==> config.mk <==
export PLATFORM = sky130hd
export DESIGN_NAME = mrs_top
export DESIGN_NICKNAME = d
export VERILOG_FILES = /design/src/logic/mrs_pkg.sv /design/src/logic/mrs_top.sv
export SDC_FILE = /design/constraint.sdc
export NUM_CORES = 1
export LEC_CHECK = 0
export BUFFER_PORTS_ARGS = -buffer_cell sky130_fd_sc_hd__buf_2
export CELL_PAD_IN_SITES_DETAIL_PLACEMENT = 0
export CELL_PAD_IN_SITES_GLOBAL_PLACEMENT = 1
export CORE_MARGIN = 3
export CORE_UTILIZATION = 30
export CTS_CLUSTER_DIAMETER = 50
export DETAILED_ROUTE_END_ITERATION = 8
export GPL_TIMING_DRIVEN = 0
export PLACE_DENSITY = 0.56
export SYNTH_ARGS = -nofsm -noshare
export SYNTH_HDL_FRONTEND = slang
export SYNTH_SLANG_ARGS = --single-unit
==> constraint.sdc <==
create_clock -name mclk -period 4.4 [get_ports mclk]
set_input_delay 0 -clock mclk [delete_from_list [all_inputs] [get_ports mclk]]
set_output_delay 0 -clock mclk [all_outputs]
set_load 0.1 [all_outputs]
==> src/logic/mrs_pkg.sv <==
// Constants for the measurement record sequencer.
// Assumes a single 40 MHz system clock and a 32-bit Wishbone register bus.
package mrs_pkg;
    // Clock rate and the length of the startup span calibration.
    localparam longint CLK_HZ = 40_000_000;
    localparam longint SPAN_MIN = 20;
    localparam logic [39:0] SPAN_CYC_DEF = 40'(SPAN_MIN * 60 * CLK_HZ);
    localparam int NV_BYTES_DEF = 50;
    // Register byte offsets.
    localparam logic [7:0] OFS_CTRL = 8'h00;
    localparam logic [7:0] OFS_CMD = 8'h04;
    localparam logic [7:0] OFS_STAT = 8'h08;
    localparam logic [7:0] OFS_FLD = 8'h20;
    // Field positions in CTRL, CMD and STAT.
    localparam int CT_HOST = 0;
    localparam int CT_SPAN = 1;
    localparam int CT_SEQ = 2;
    localparam int CT_BAUD = 4;
    localparam int CM_RUN = 0;
    localparam int CM_STAND = 1;
    localparam int CM_HOST = 2;
    localparam int CM_SEND = 3;
    localparam int SR_BUSY = 0;
    localparam int SR_SPAN = 1;
    localparam int SR_SEQ = 2;
    localparam int SR_DROP = 4;
    localparam int SR_ANA = 8;
    // Reset values of the persistent settings.
    localparam logic HOST_RST = 1'b0;
    localparam logic SPAN_RST = 1'b1;
    localparam logic [1:0] SEQ_RST = 2'h1;
    localparam logic [2:0] BAUD_RST = 3'h5;
    // Status codes carried in records and on the analog status channel.
    localparam logic [3:0] ST_RAIN = 4'h5;
    localparam logic [3:0] ST_CAL = 4'h7;
    localparam logic [3:0] ST_FOG = 4'h8;
    // Selectable serial rates; divisors follow from the module's clock.
    localparam int N_BAUD = 6;
    localparam longint BAUD_RATE [N_BAUD] = '{
        300, 600, 1200, 2400, 4800, 9600};
    localparam logic [3:0] UART_BITS = 4'hA;
    typedef enum logic [1:0] {Q_START, Q_SPAN, Q_RUN} mrs_seq_t;
    typedef enum logic [2:0] {F_IDLE, F_DIG, F_SEP, F_CR, F_LF} mrs_fmt_t;
endpackage

==> src/logic/mrs_top.sv <==
// Startup sequencer and serial record framer with a Wishbone register file.
// Assumes synchronous inputs; porn is a power-on reset that only the
// battery-backed settings see, so a computer reset keeps them.
//
// Decided for this implementation: the Wishbone slave port and the placing of the registers.
module mrs_top
    import mrs_pkg::*;
#(
    parameter int NV_BYTES = NV_BYTES_DEF,
    parameter logic [39:0] SPAN_CYC = SPAN_CYC_DEF,
    parameter longint CLK_FREQ = CLK_HZ
)(
    input wire logic mclk,
    input wire logic rstn,
    input wire logic porn,
    input wire logic ce,
    input wire logic wb_cyc_i,
    input wire logic wb_stb_i,
    input wire logic wb_we_i,
    input wire logic [7:0] wb_adr_i,
    input wire logic [3:0] wb_sel_i,
    input wire logic [31:0] wb_dat_i,
    output logic [31:0] wb_dat_o,
    output logic wb_ack_o,
    output logic txd,
    output logic [3:0] ana_status,
    output logic calib_busy,
    output logic [1:0] run_seq,
    output logic host_mode
);
    if (NV_BYTES < 4 || SPAN_CYC == 40'h0)
        $error("mrs_top: storage or span length too small");
    if (CLK_FREQ / BAUD_RATE[N_BAUD - 1] < 2 ||
        CLK_FREQ / BAUD_RATE[0] >= 262144)
        $error("mrs_top: clock rate cannot serve the serial rates");

    // Bit-time divisors, one per selectable rate.
    localparam logic [17:0] DIV_TBL [N_BAUD] = '{
        18'(CLK_FREQ / BAUD_RATE[0]), 18'(CLK_FREQ / BAUD_RATE[1]),
        18'(CLK_FREQ / BAUD_RATE[2]), 18'(CLK_FREQ / BAUD_RATE[3]),
        18'(CLK_FREQ / BAUD_RATE[4]), 18'(CLK_FREQ / BAUD_RATE[5])};

    logic host_r, host_nxt, span_r, span_nxt;
    logic [1:0] seq_r, seq_nxt;
    logic [2:0] baud_r, baud_nxt;
    logic ack_r, ack_nxt, drop_r, drop_nxt, txd_r, txd_nxt;
    logic [31:0] dat_r, dat_nxt, m;
    logic [31:0] f_r [8];
    logic [31:0] f_nxt [8];
    mrs_seq_t q_r, q_nxt;
    mrs_fmt_t s_r, s_nxt;
    logic [39:0] cnt_r, cnt_nxt;
    logic [2:0] fi_r, fi_nxt, ni_r, ni_nxt;
    logic lead_r, lead_nxt, wr, legal, emit, idle, load;
    logic [3:0] nib, bits_r, bits_nxt, ana_r, ana_nxt;
    logic [7:0] ch, ldch;
    logic [8:0] sh_r, sh_nxt;
    logic [17:0] div_r, div_nxt;
    logic [1:0] run_r, run_nxt;

    assign wb_ack_o = ack_r;
    assign wb_dat_o = dat_r;
    assign txd = txd_r;
    assign ana_status = ana_r;
    assign calib_busy = (q_r == Q_SPAN);
    assign run_seq = run_r;
    assign host_mode = host_r;

    // Bus decode, settings and field registers. Writes take effect at the
    // edge that raises ack, so every access answers after one cycle.
    always_comb
    begin
        ack_nxt = wb_cyc_i & wb_stb_i & ~ack_r;
        wr = ack_nxt & wb_we_i;
        m = {{8{wb_sel_i[3]}}, {8{wb_sel_i[2]}},
             {8{wb_sel_i[1]}}, {8{wb_sel_i[0]}}};
        host_nxt = host_r;
        span_nxt = span_r;
        seq_nxt = seq_r;
        baud_nxt = baud_r;
        f_nxt = f_r;
        dat_nxt = 32'h0;
        if (wr && wb_sel_i[0] && wb_adr_i == OFS_CTRL)
        begin
            host_nxt = wb_dat_i[CT_HOST];
            span_nxt = wb_dat_i[CT_SPAN];
            if (wb_dat_i[CT_SEQ +: 2] != 2'h0)
                seq_nxt = wb_dat_i[CT_SEQ +: 2];
            if (wb_dat_i[CT_BAUD +: 3] < 3'(N_BAUD))
                baud_nxt = wb_dat_i[CT_BAUD +: 3];
        end
        if (wr && wb_sel_i[0] && wb_adr_i == OFS_CMD)
        begin
            if (wb_dat_i[CM_STAND])
                host_nxt = 1'b0;
            else if (wb_dat_i[CM_HOST])
                host_nxt = 1'b1;
        end
        for (int i = 0; i < 8; i++)
            if (wr && wb_adr_i == OFS_FLD + 8'(4 * i))
                f_nxt[i] = (f_r[i] & ~m) | (wb_dat_i & m);
        if (ack_nxt && !wb_we_i)
        begin
            if (wb_adr_i == OFS_CTRL)
                dat_nxt = {25'h0, baud_r, seq_r, span_r, host_r};
            else if (wb_adr_i == OFS_STAT)
                dat_nxt = {20'h0, ana_r, 3'h0, drop_r, run_r,
                           q_r == Q_SPAN, s_r != F_IDLE};
            else
                for (int i = 0; i < 8; i++)
                    if (wb_adr_i == OFS_FLD + 8'(4 * i))
                        dat_nxt = f_r[i];
        end
    end

    // Sequencer, record framer and serial transmitter.
    always_comb
    begin
        q_nxt = q_r;
        cnt_nxt = cnt_r;
        run_nxt = run_r;
        s_nxt = s_r;
        fi_nxt = fi_r;
        ni_nxt = ni_r;
        lead_nxt = lead_r;
        drop_nxt = drop_r;
        sh_nxt = sh_r;
        bits_nxt = bits_r;
        div_nxt = div_r;
        txd_nxt = txd_r;
        load = 1'b0;
        ldch = 8'h0;
        idle = (bits_r == 4'h0);
        // Legal record codes; 7 is analog-only and is refused here.
        legal = (f_r[0][3:0] != 4'h0 && f_r[0][3:0] < ST_CAL) ||
                f_r[0][3:0] == ST_FOG;
        nib = f_r[fi_r][4 * ni_r +: 4];
        ch = (nib <= 4'h9) ? 8'h30 + 8'(nib) :
             (nib == 4'hA) ? 8'h2E : (nib == 4'hB) ? 8'h2D : 8'h0;
        // Leading zeros are dropped so that fields print as plain numbers.
        emit = ch != 8'h0 && !(nib == 4'h0 && !lead_r && ni_r != 3'h0);
        unique case (q_r)
            Q_START:
            begin
                q_nxt = span_r ? Q_SPAN : Q_RUN;
                cnt_nxt = 40'h0;
            end
            Q_SPAN:
            begin
                cnt_nxt = cnt_r + 40'h1;
                if (cnt_r == SPAN_CYC - 40'h1)
                    q_nxt = Q_RUN;
            end
            Q_RUN:
                run_nxt = seq_r;
        endcase
        if (wr && wb_adr_i == OFS_CMD && wb_sel_i[0] && wb_dat_i[CM_RUN])
        begin
            q_nxt = Q_START;
            run_nxt = 2'h0;
        end
        if (wr && wb_adr_i == OFS_STAT && wb_sel_i[0] && wb_dat_i[SR_DROP])
            drop_nxt = 1'b0;
        unique case (s_r)
            F_IDLE:
                if (wr && wb_adr_i == OFS_CMD && wb_sel_i[0] &&
                    wb_dat_i[CM_SEND])
                begin
                    if (legal)
                    begin
                        s_nxt = F_DIG;
                        fi_nxt = 3'h0;
                        ni_nxt = 3'h0; // Status is a single digit.
                        lead_nxt = 1'b0;
                    end
                    else
                        drop_nxt = 1'b1;
                end
            F_DIG:
                if (!emit || idle)
                begin
                    load = emit;
                    ldch = ch;
                    lead_nxt = lead_r | emit;
                    ni_nxt = ni_r - 3'h1;
                    if (ni_r == 3'h0)
                        s_nxt = (fi_r == 3'h7 || f_r[0][3:0] == ST_RAIN) ?
                                F_CR : F_SEP;
                end
            F_SEP:
                if (idle)
                begin
                    load = 1'b1;
                    ldch = 8'h20;
                    fi_nxt = fi_r + 3'h1;
                    ni_nxt = 3'h7;
                    lead_nxt = 1'b0;
                    s_nxt = F_DIG;
                end
            F_CR:
                if (idle)
                begin
                    load = 1'b1;
                    ldch = 8'h0D;
                    s_nxt = F_LF;
                end
            F_LF:
                if (idle)
                begin
                    load = 1'b1;
                    ldch = 8'h0A;
                    s_nxt = F_IDLE;
                end
            default:
                s_nxt = F_IDLE;
        endcase
        // The divisor is reloaded from baud_r at every bit, so a rate change
        // takes effect inside a character.
        if (load)
        begin
            sh_nxt = {1'b1, ldch};
            bits_nxt = UART_BITS;
            div_nxt = DIV_TBL[baud_r] - 18'h1;
            txd_nxt = 1'b0;
        end
        else if (!idle)
        begin
            div_nxt = div_r - 18'h1;
            if (div_r == 18'h0)
            begin
                div_nxt = DIV_TBL[baud_r] - 18'h1;
                bits_nxt = bits_r - 4'h1;
                txd_nxt = sh_r[0];
                sh_nxt = {1'b1, sh_r[8:1]};
            end
        end
        // The analog channel shows 7 throughout calibration.
        ana_nxt = (q_r == Q_SPAN) ? ST_CAL :
                  (s_r == F_IDLE && s_nxt == F_DIG) ? f_r[0][3:0] : ana_r;
    end

    // Persistent settings: set to their reset values only at power-on, kept across rstn.
    always_ff @(posedge mclk or negedge porn)
    begin
        if (!porn)
        begin
            host_r <= HOST_RST;
            span_r <= SPAN_RST;
            seq_r <= SEQ_RST;
            baud_r <= BAUD_RST;
        end
        else if (ce)
        begin
            host_r <= host_nxt;
            span_r <= span_nxt;
            seq_r <= seq_nxt;
            baud_r <= baud_nxt;
        end
    end

    // Working state of bus, sequencer, framer and transmitter.
    always_ff @(posedge mclk or negedge rstn)
    begin
        if (!rstn)
        begin
            ack_r <= 1'b0;
            dat_r <= 32'h0;
            f_r <= '{default: 32'h0};
            q_r <= Q_START;
            cnt_r <= 40'h0;
            run_r <= 2'h0;
            s_r <= F_IDLE;
            fi_r <= 3'h0;
            ni_r <= 3'h0;
            lead_r <= 1'b0;
            drop_r <= 1'b0;
            sh_r <= 9'h1FF;
            bits_r <= 4'h0;
            div_r <= 18'h0;
            txd_r <= 1'b1;
            ana_r <= 4'h0;
        end
        else if (ce)
        begin
            ack_r <= ack_nxt;
            dat_r <= dat_nxt;
            f_r <= f_nxt;
            q_r <= q_nxt;
            cnt_r <= cnt_nxt;
            run_r <= run_nxt;
            s_r <= s_nxt;
            fi_r <= fi_nxt;
            ni_r <= ni_nxt;
            lead_r <= lead_nxt;
            drop_r <= drop_nxt;
            sh_r <= sh_nxt;
            bits_r <= bits_nxt;
            div_r <= div_nxt;
            txd_r <= txd_nxt;
            ana_r <= ana_nxt;
        end
    end
endmodule

==> results.md, run 1 <==
Synthesis:
- The synthesized netlist occupies a cell area of between 15000 and 20000 um2.
- Of the total synthesized cell area, the portion taken by XOR and XNOR cells is 0.0163.
- Of the post-synthesis cell area, the part taken by muxes is 0.218.
- In this run, synthesis inferred 0 flip-flops with an integrated enable.
- Of the total synthesized cell area, the portion taken by AND, OR, NAND and NOR gates is 0.110.
- The main combinational cell family by area after synthesis is multiplexers.
- The synthesized area per cell is 11.5 um2.
- By area the synthesized netlist is led by dfrtp_1, mux2_2, mux4_2.
- Of the total synthesized cell area, the portion taken by full adders, half adders and majority gates is 0.0101.
- The portion of synthesized cell area occupied by the leading cell type is 0.470.
- The post-synthesis cell count is around 1.7k.
- The synthesized-area fraction occupied by ao, oa, aoi and oai cells came to 0.132.
- The post-synthesis cell type count is a little over 70.
- The Yosys step of the flow raised 0 warnings.
- The post-synthesis sequential area ratio is 0.487.
- The async set-reset flop share out of synthesis is 1.00.
- dfrtp_1 takes more of the synthesized area than any other cell.
- The flop and latch count out of synthesis is between 300 and 400.
- The post-synthesis net count is around 1.8k.
- The most used flip-flop cell after synthesis is dfrtp_1.

Timing:
- The final hold violation count came to 0.
- For the final database, setup skew stands at between 60 and 70 ps.
- The maximum clock frequency is ~240 MHz.
- The number of setup violations in the final report is 0.
- The count of pins over their slew limit is 0.
- The post-route worst hold slack is between 15 and 20 ps.
- The ratio of final minimum period to clock period is 0.957.
- Setup repair after global routing left no endpoint under its margin.
- The transition at the pin with the smallest max-transition slack is ~1300 ps.
- The relative max-transition margin is 0.136.
- The shortest period the worst path allows is ~4200 ps.

Critical path:
- The type of origin of the critical path is a flop.
- In this design, the stage delay of the slowest critical-path cell is roughly 650 ps.
- The top cell family by delay on the critical path is simple AND/OR/NAND/NOR gates.
- The worst register-to-register path ends at div_r[9]$_DFFE_PN0P_.
- The most used cell along the critical path is buf_6.
- The number of buffer and inverter instances along the worst setup path is 4.
- The number of cell instances on the worst register-to-register path is 14.
- Data arrives at the worst endpoint at ~4700 ps.
- The reg-to-reg critical path startpoint is fi_r[0]$_DFFE_PN0P_.
- The biggest fanout along the worst timing path is 10.
- The worst setup path is captured at a flop.
- The critical path is of the flop to flop type.
- The cell with the largest stage delay on the worst path is or4b_2.
- For flop-to-flop paths, the worst setup slack is roughly 190 ps.
- Traced cell by cell, the critical path runs through buf_6 -> buf_6 -> buf_8 -> buf_4 -> mux2i_1 -> nand3_1 -> nand4_1 -> o31ai_1 -> or4b_2 -> a211o_4 -> a21o_2 -> nor2_2 -> and3_1 -> a211oi_2.
- For the worst setup path, the data required time is around 4900 ps.

Route:
- The first TritonRoute pass finished after 6 iterations.
- In the final routed layout, each cell accounts on average for roughly 26 um.
- The routed layout has ~16k vias.
- Summed over all layers, the routed wires come to between 70000 and 80000 um.
- The count of nets left with antenna violations once routing finished came out at 0.
- The residual DRC count is 0.
- The number of vias per cell after detailed routing is 5.60.
- The initial detailed-routing violation count is approximately 1.6k.

Finish:
- The finished cells cover 24000 um2.
- The area growth from synthesis to layout is 20.5%.
- The sequential cells in the finished layout cover a total of a little under 10000 um2.
- Fill cells in the final layout number 6421.
- The multi-input gate area in the final layout is 9720 um2.
- For this run, the post-layout net count is between 1.5k and 2k.
- In the final layout, the share of cells above drive strength 1 is 0.283.

Global route:
- The total track usage is 0.203.
- The first global-routing pass estimated between 100000 and 150000 um of wire.
- The number of antenna violations at the first check in global routing was 3.
- The via count of the first global-routing pass is ~16k.
- The largest net degree at the start of global routing is roughly 100.
- The total overflow left after global routing is 0.

Job:
- The number of max-capacitance violations reported is 0.

Clock network:
- Clock tree synthesis selected as its root buffer the cell clkbuf_16.
- The H-tree depth is 2.
- For the worst-skew pair, the clock arrives at the later sink with an insertion delay of ~640 ps.
- Counting the buffers created by CTS gives 54.
- For this design, the sink count on the clock tree is about 390.
- After clock tree synthesis, the clock-pin slew on the worst setup and hold paths is 60 ps.
- The maximum clock path buffer count is 3.
- The clock tree from TritonCTS is done.

Place:
- After legalization and detailed placement, the total HPWL measured 50600 um.
- The placed cell area is about 21000 um2.
- The number of port buffers is 83.
- Routability-driven placement finished with a final weighted congestion of between 0.9 and 1.

Outcome:
- The flow ran to the end, and the final reports show no timing, DRC or antenna violations.

Pwr:
- The fraction of power consumed by combinational cells is 0.244.
- Summed over all nets, the switching power comes to about 3800 uW.
- The internal power summed over all cells is about 7500 uW.
- In this run the power density over the cells is 471 nW/um2.
- The leakage power total is around 0.011 uW.
- Of the total power, the clock network draws 0.406.
- The overall power of the completed layout is around 11000 uW.
- Of the total power, registers draw 0.350.
- Of the total power, the share spent switching nets is 0.337.
- The worst-case IR drop observed on VDD is approximately 270 uV.

Floorplanning:
- After floorplanning, the core was sized to cover about 65000 um2.
- The width of the die is 263 um.
- between 90 and 100 I/O pins were placed.
- The effective utilization at floorplan is 0.306.
- The die is between 200 and 300 um tall.
- The die covers ~69000 um2.
- The number of core rows is 93.

Worst hold path:
- The min-delay analysis places its worst path in the category primary input to async pin.
==> placed cells by master, fill, tap and decap left out, types with 14 or more instances in the layout <==
master and instances:
a21oi_1 40, a221oi_1 28, a222oi_1 28, a22oi_1 80, a31oi_1 33, buf_2 96, clkbuf_1 61, clkbuf_16 54
clkbuf_8 15, dfrtp_1 373, dlygate4sd3_1 45, ha_1 16, inv_1 30, mux2_2 258, mux2i_1 43, mux4_2 43
nand2_1 109, nand3_1 50, nand4_1 14, nor2_1 170, nor2b_1 16, nor3_1 27, o21ai_0 49, o2bb2ai_1 22
xor2_1 25
==> through the flow <==
step                instances  setup WS [ps]  utilization  setup TNS (ps)
finish                   2817            189        0.368               0
global route             2816           4.79        0.368               0
CTS                      2816           24.2        0.368               0
detailed placement       2668           -384        0.331           -4770
global placement         2664          -4470        0.328        -1646730
floorplan                1726           1100            -               0
==> worst max-delay path by stage <==
stage | startpoint | end | slack (ps) | cells past startpoint
after floorplan | fi_r[0]$_DFFE_PN0P_ | div_r[9]$_DFFE_PN0P_ | 1100 | 14
after global placement | rstn | wb_dat_o[21]$_DFFE_PN0P_ | -4470 | 1
after detailed placement | fi_r[2]$_DFFE_PN0P_ | div_r[9]$_DFFE_PN0P_ | -380 | 12
after CTS | fi_r[2]$_DFFE_PN0P_ | div_r[11]$_DFFE_PN0P_ | 20 | 13
after global routing | fi_r[0]$_DFFE_PN0P_ | div_r[11]$_DFFE_PN0P_ | 5 | 15
final | fi_r[0]$_DFFE_PN0P_ | div_r[9]$_DFFE_PN0P_ | 190 | 14
==> worst register-to-register path, delay by kind of cell (launching register included) <==
family,cells,cell delay (ps)
buffers and inverters,4,910
AO/OA/AOI/OAI,4,900
flip-flops,1,400
AND/OR/NAND/NOR,5,1550
multiplexers,1,280
==> synth_stat cells, types with 11 or more instances <==
library cell and instances:
dfrtp_1 373, mux2_2 258, nor2_1 173, nand2_1 109, a22oi_1 80, clkbuf_1 55
nand3_1 50, o21ai_0 49, mux2i_1 43, mux4_2 43, a21oi_1 40, a31oi_1 33
inv_1 30, a221oi_1 28, a222oi_1 28, nor3_1 27, xor2_1 25, o2bb2ai_1 22
nor2b_1 17, buf_2 16, ha_1 16, nand4_1 14, a22o_1 13, dfstp_2 13
nand2b_1 12, or3_1 12, xnor2_1 12, a21o_1 11
==> per-layer routing <==
layer	vias up	global-route usage	routed length [um]
li1	6927	-	-
met1	8095	0.274	31400
met2	606	0.317	32800
met3	145	0.0529	5590
met4	0	0.0709	2510
met5	-	0	0
==> timing repair <==
item                                    CTS  global route
hold buffers                             46             0
resized for setup                         7             7
endpoints found under the setup margin   29            20
endpoints found under the hold margin   357             0
buffers inserted                          0             0
==> power by group through the flow <==
stage               logic, uW  registers, uW  clock network [uW]
finish                   2750           3950                4580
global placement         2650           4000                   0
floorplan                1630           4100                   0
global route             2960           3970                4810
CTS                      2730           3940                4670
detailed placement       2670           4000                   0
==> layout make-up <==
cell class                 count  area share
multi-input combinational   1221       0.406
sequential                   386       0.404
clock buffer                  75      0.0660
tap                          855      0.0447
timing repair buffer         133      0.0423
buffer                        88      0.0183
clock inverter                27      0.0141
inverter                      31     0.00486
antenna                        1    0.000104
==> cells by family (layout without fill, tap and decap cells) <==
group	after synthesis	after routing
AND/OR/NAND/NOR	467	467
flip-flops	386	386
AO/OA/AOI/OAI	356	356
multiplexers	345	345
buffers and inverters	119	354
XOR/XNOR	37	37
adder cells (fa/ha/maj)	16	16
other	0	1
Note: power is estimated with default switching activity, not from simulation.
==> inputs of run 2 (changes only) <==
- ABC_AREA: default -> 1
- CORE_MARGIN: 3 -> default
- CORE_UTILIZATION: 30 -> 46
- PLACE_DENSITY: 0.56 -> 0.84
==> run 2 against run 1 <==
Net effect: the run now ends with max-capacitance violations, max-slew violations left; non-clock buffer count increased by 62; fmax increased by 1.7%; flip-flop and latch count unchanged; wire length increased by 19%; critical path type is now primary input to flop; largest cell class unchanged; via count increased by 37%; critical endpoint is now wb_dat_o[5]$_DFFE_PN0P_; clock skew decreased by 47 ps; worst hold slack got worse by 3.2 ps; sequential share of layout area decreased by 0.52 points; total power increased by 5.9%; area after synthesis increased by 4.0%; register-to-register slack improved by 130 ps.
==> results.md, run 2 <==
Synthesis:
- The number of enable flip-flop cells after synthesis came to 0 (unchanged).
- The library cell with the largest summed area after synthesis is dfrtp_1.
- The most common cell in the netlist is nand2_1.
- The post-synthesis net count is 2881 (+61%).
- For this run, the leading register cell type out of synthesis is dfrtp_1.
- The post-synthesis sequential area ratio is 0.468 (-0.0187).
- The portion of synthesized cell area occupied by the leading cell type is 0.451 (-0.0180).
- The count of warnings emitted by yosys is 0 (unchanged).
- The synthesized area per cell is 7.35 um2 (-36%).
- The post-synthesis cell count is 2814 (+63%).
- The post-synthesis cell type count was 52 (-28%).
- Counting instances in the post-synthesis netlist gives the leading cell types as nand2_1, dfrtp_1, o21ai_0.
- The mapped cell area is 20700 um2 (+4.0%).
- The async set-reset flop share out of synthesis was 1.00 (unchanged).
- Yosys attributes the largest share of cell area to dfrtp_1, nand2_1, o21ai_0.
- The flop and latch count out of synthesis is 386 (unchanged).

Pwr:
- The proportion of power drawn by flip-flops and latches is 0.327 (-0.023).
- The areal power density over the cells was 492 nW/um2 (+4.5%).
- The fraction of power consumed by the clock network was 0.376 (-0.030).
- The fraction of power consumed by combinational cells came to 0.297 (+0.053).
- The net switching share of the total power is 0.374 (+0.0363).
- The largest vdd supply drop is 400 uV (+47%).
- The internal power summed over all cells is 7480 uW (+0.10%).
- The leakage power total is 0.0114 uW (+7.8%).
- The switching power is 4460 uW (+17%).

Finish:
- From synthesis to final layout, the design area changed by 17.4%.
- The post-route non-filler standard cell count is 3639 (+29%).
- The net total in the final layout is 3073 (+55%).
- The most common cell after layout, fill and taps aside is nand2_1.
- The fraction of final layout cells sized beyond drive strength 1 came to 0.0890 (-0.194).
- The cell area after layout is 24300 um2 (+1.3%).
- In the layout the commonest cells are nand2_1, dfrtp_1, o21ai_0.
- The end-of-flow core utilization is 0.547 (+0.179).

Critical path:
- The cell depth of the worst setup path is 14 (unchanged).
- In this run the critical register-to-register path is launched from wb_ack_o$_DFFE_PN0P_.
- The launch point of the worst path is wb_adr_i[4].
- The largest stage delay on the critical path came to 890 ps (+240 ps).
- The worst register-to-register path ends at wb_dat_o[7]$_DFFE_PN0P_.
- The critical path capture point is wb_dat_o[5]$_DFFE_PN0P_.
- The most used cell along the critical path is nand2_1.
- The number of buffer and inverter instances along the worst setup path was 6 (+2).
- The type of origin of the critical path is a primary input.
- Broken down by cell family, the worst path's largest delay share belongs to buffers and inverters.
- The required time reported for the critical path endpoint came to 4930 ps (+80 ps).
- The reg2reg setup slack came to 320 ps (+130 ps).
- The slowest stage of the critical path is the buf_1 cell.
- The arrival time at the worst endpoint is 4670 ps (about the same).
- The nature of the critical path endpoint is a flop.
- The biggest fanout along the worst timing path was 10 (unchanged).
- The number of cell instances on the worst register-to-register path was 13 (-1).
- The signal on the critical path passes through dlygate4sd3_1 -> buf_2 -> inv_1 -> nor3_1 -> nand2_1 -> inv_1 -> clkbuf_1 -> buf_1 -> nand2_1 -> nand4_1 -> o21ai_0 -> nand2_1 -> o211ai_1 -> nand2_1.
- The type of the worst setup path is primary input to flop.

Floorplanning:
- The floorplan die height came to 214 um (-19%).
- The width of the die is 214 um (-19%).
- The number of placed I/O pins is 93 (unchanged).
- The total core area was 44300 um2 (-32%).
- The effective utilization at floorplan was 0.467 (+0.161).
- The die area came to 45800 um2 (-34%).
- The number of core rows is 77 (-17%).

Route:
- The number of vias per cell after detailed routing is 5.95 (+6.2%).
- The highest metal layer with signal wires is met4.
- The total length of routed met3 wires is 9720 um (+74%).
- The total routed wire length on the met1 layer is 34700 um (+10%).
- The number of vias after detailed routing is 21.6k (+37%).
- The iteration count of the initial detailed-routing pass is 6 (unchanged).
- The post-route antenna net violation count is 0 (unchanged).
- The initial detailed-routing violation count is 2868 (+80%).
- The residual DRC count came to 0 (unchanged).
- The routed wire length per instance came to 23.6 um (-8.2%).
- The total met2 wirelength after detailed routing is 36800 um (+12%).
- The post-detailed-routing wire length is 85800 um (+19%).

Global route:
- The aggregate global routing overflow is 0 (unchanged).
- The total track usage is 0.372 (+0.169).
- The via count of the first global-routing pass came to 20.5k (+28%).
- The largest net degree at the start of global routing is 126 (+22%).
- The number of antenna violations at the first check in global routing is 1 (-2).
- The wire length of the first global-routing pass is 128000 um (+20%).

Clock network:
- The cell sitting at the root of the clock tree is a clkbuf_16.
- TritonCTS built the clock tree.
- The maximum clock path buffer count came to 3 (unchanged).
- The H-tree depth came to 2 (unchanged).
- The number of buffers created by CTS is 51 (-5.6%).
- The clock edge transition at the registers on the reported setup and hold paths is 60 ps (about the same).
- The latest clock arrival within the worst-skew pair is 610 ps (-30 ps).
- The number of cells upsized or downsized after cts is 0 (-7).
- The sink count of the clock tree came to 386 (unchanged).

Timing:
- The final hold violation count is 0 (unchanged).
- The relative max-transition margin is -0.0541 (-0.190).
- Setup repair after global routing left no endpoint under its margin.
- The sum of negative setup slack is 0 ps (unchanged).
- The number of setup violations in the final report came to 0 (unchanged).
- The transition at the pin with the smallest max-transition slack was 1580 ps (+284 ps).
- The maximum clock frequency came to 241 MHz (+1.7%).
- The clock tree skew after final layout is 22.4 ps (-47.4 ps).
- The count of pins over their slew limit came to 11 (+11).
- The shortest period the worst path allows was 4140 ps (-70.3 ps).
- The ratio of final minimum period to clock period is 0.941 (-0.0160).

Place:
- The number of port buffers is 89 (+7.2%).
- The placed cell area is 22000 um2 (+2.1%).
- The weighted congestion at the end of routability-driven global placement was 1.01 (+8.2%).
- The final HPWL from detailed placement is 57800 um (+14%).
- The number of instances in the placed design is 3498 (+31%).

Worst hold path:
- The worst min-delay path category is primary input to async pin.

Job:
- The number of max-capacitance violations reported is 1 (+1).

Outcome:
- The final reports fail on max-capacitance violations, max-slew violations.
- The flow ran to the end, but the final reports show violations.
-- run 2: cell count changes after synthesis, sizes merged, moves of 44 or more --
cell and change:
a22oi -78, inv +138, mux2 -258, mux4 -44
nand2 +921, nand3 +257, nor2 -51, o21ai +323
-- run 2: layout make-up --
type	count	area, um2
multi-input cells	2114	9690
well taps	592	741
clock buffers	66	1430
diodes	1	2.50
inverters	170	641
fillers	4341	20100
plain buffers	144	676
clock inverters	27	380
repair buffers	139	1030
flip-flops and latches	386	9680
-- run 2: cells by family after synthesis --
logic type,count (synthesis),synth area share
AOI/OAI and AO/OA,547,0.145
xor gates and xnor gates,15,0.00635
adders and majority gates,16,0.00968
buffers and inverters,314,0.0637
DFF,386,0.468
muxes,1,0.000484
and+or+nand+nor,1535,0.306
-- run 2: metal layers --
layer / vias to the layer above / GRT usage
met1: 10313 / 0.491
met2: 1265 / 0.561
met4: 0 / 0.190
li1: 9746 / -
met5: - / 0
met3: 321 / 0.103
-- run 2: worst min-delay path by stage --
stage,endpoint,slack (ps),depth (start not counted)
after global placement,host_mode$_DFFE_PN0P_,-160,1
final,cnt_r[29]$_DFFE_PN0P_,10,3
after detailed placement,host_mode$_DFFE_PN0P_,-150,1
after global routing,cnt_r[25]$_DFFE_PN0P_,50,3
after CTS,wb_dat_o[9]$_DFFE_PN0P_,0.6,6
after floorplan,async pin,-300,0
-- run 2: timing repair --
| item | CTS | global route |
|---|---|---|
| endpoints found under the hold margin | 645 | 0 |
| hold buffers | 47 | 0 |
| buffers inserted | 0 | 0 |
-- run 2: metrics by stage --
stage	power (uW)	worst slack, ps	hold WS (ps)
floorplan	6030	1580	-296
global placement	7250	-4260	-156
detailed placement	7300	582	-152
CTS	11800	515	0.610
global route	12400	153	53.6
finish	11900	259	14.1
-- run 2: worst min-delay path, stage by stage --
cell	delay (ps)
dlygate4sd3_1	560
buf_8	180
buf_16	240
-- run 2: power by group through the flow --
stage | Clock [uW] | Combinational (uW) | Sequential (uW)
after floorplan | 0 | 2080 | 3940
final | 4490 | 3540 | 3900
after global placement | 0 | 3300 | 3960
after CTS | 4530 | 3390 | 3900
after detailed placement | 0 | 3340 | 3960
after global routing | 4690 | 3760 | 3920
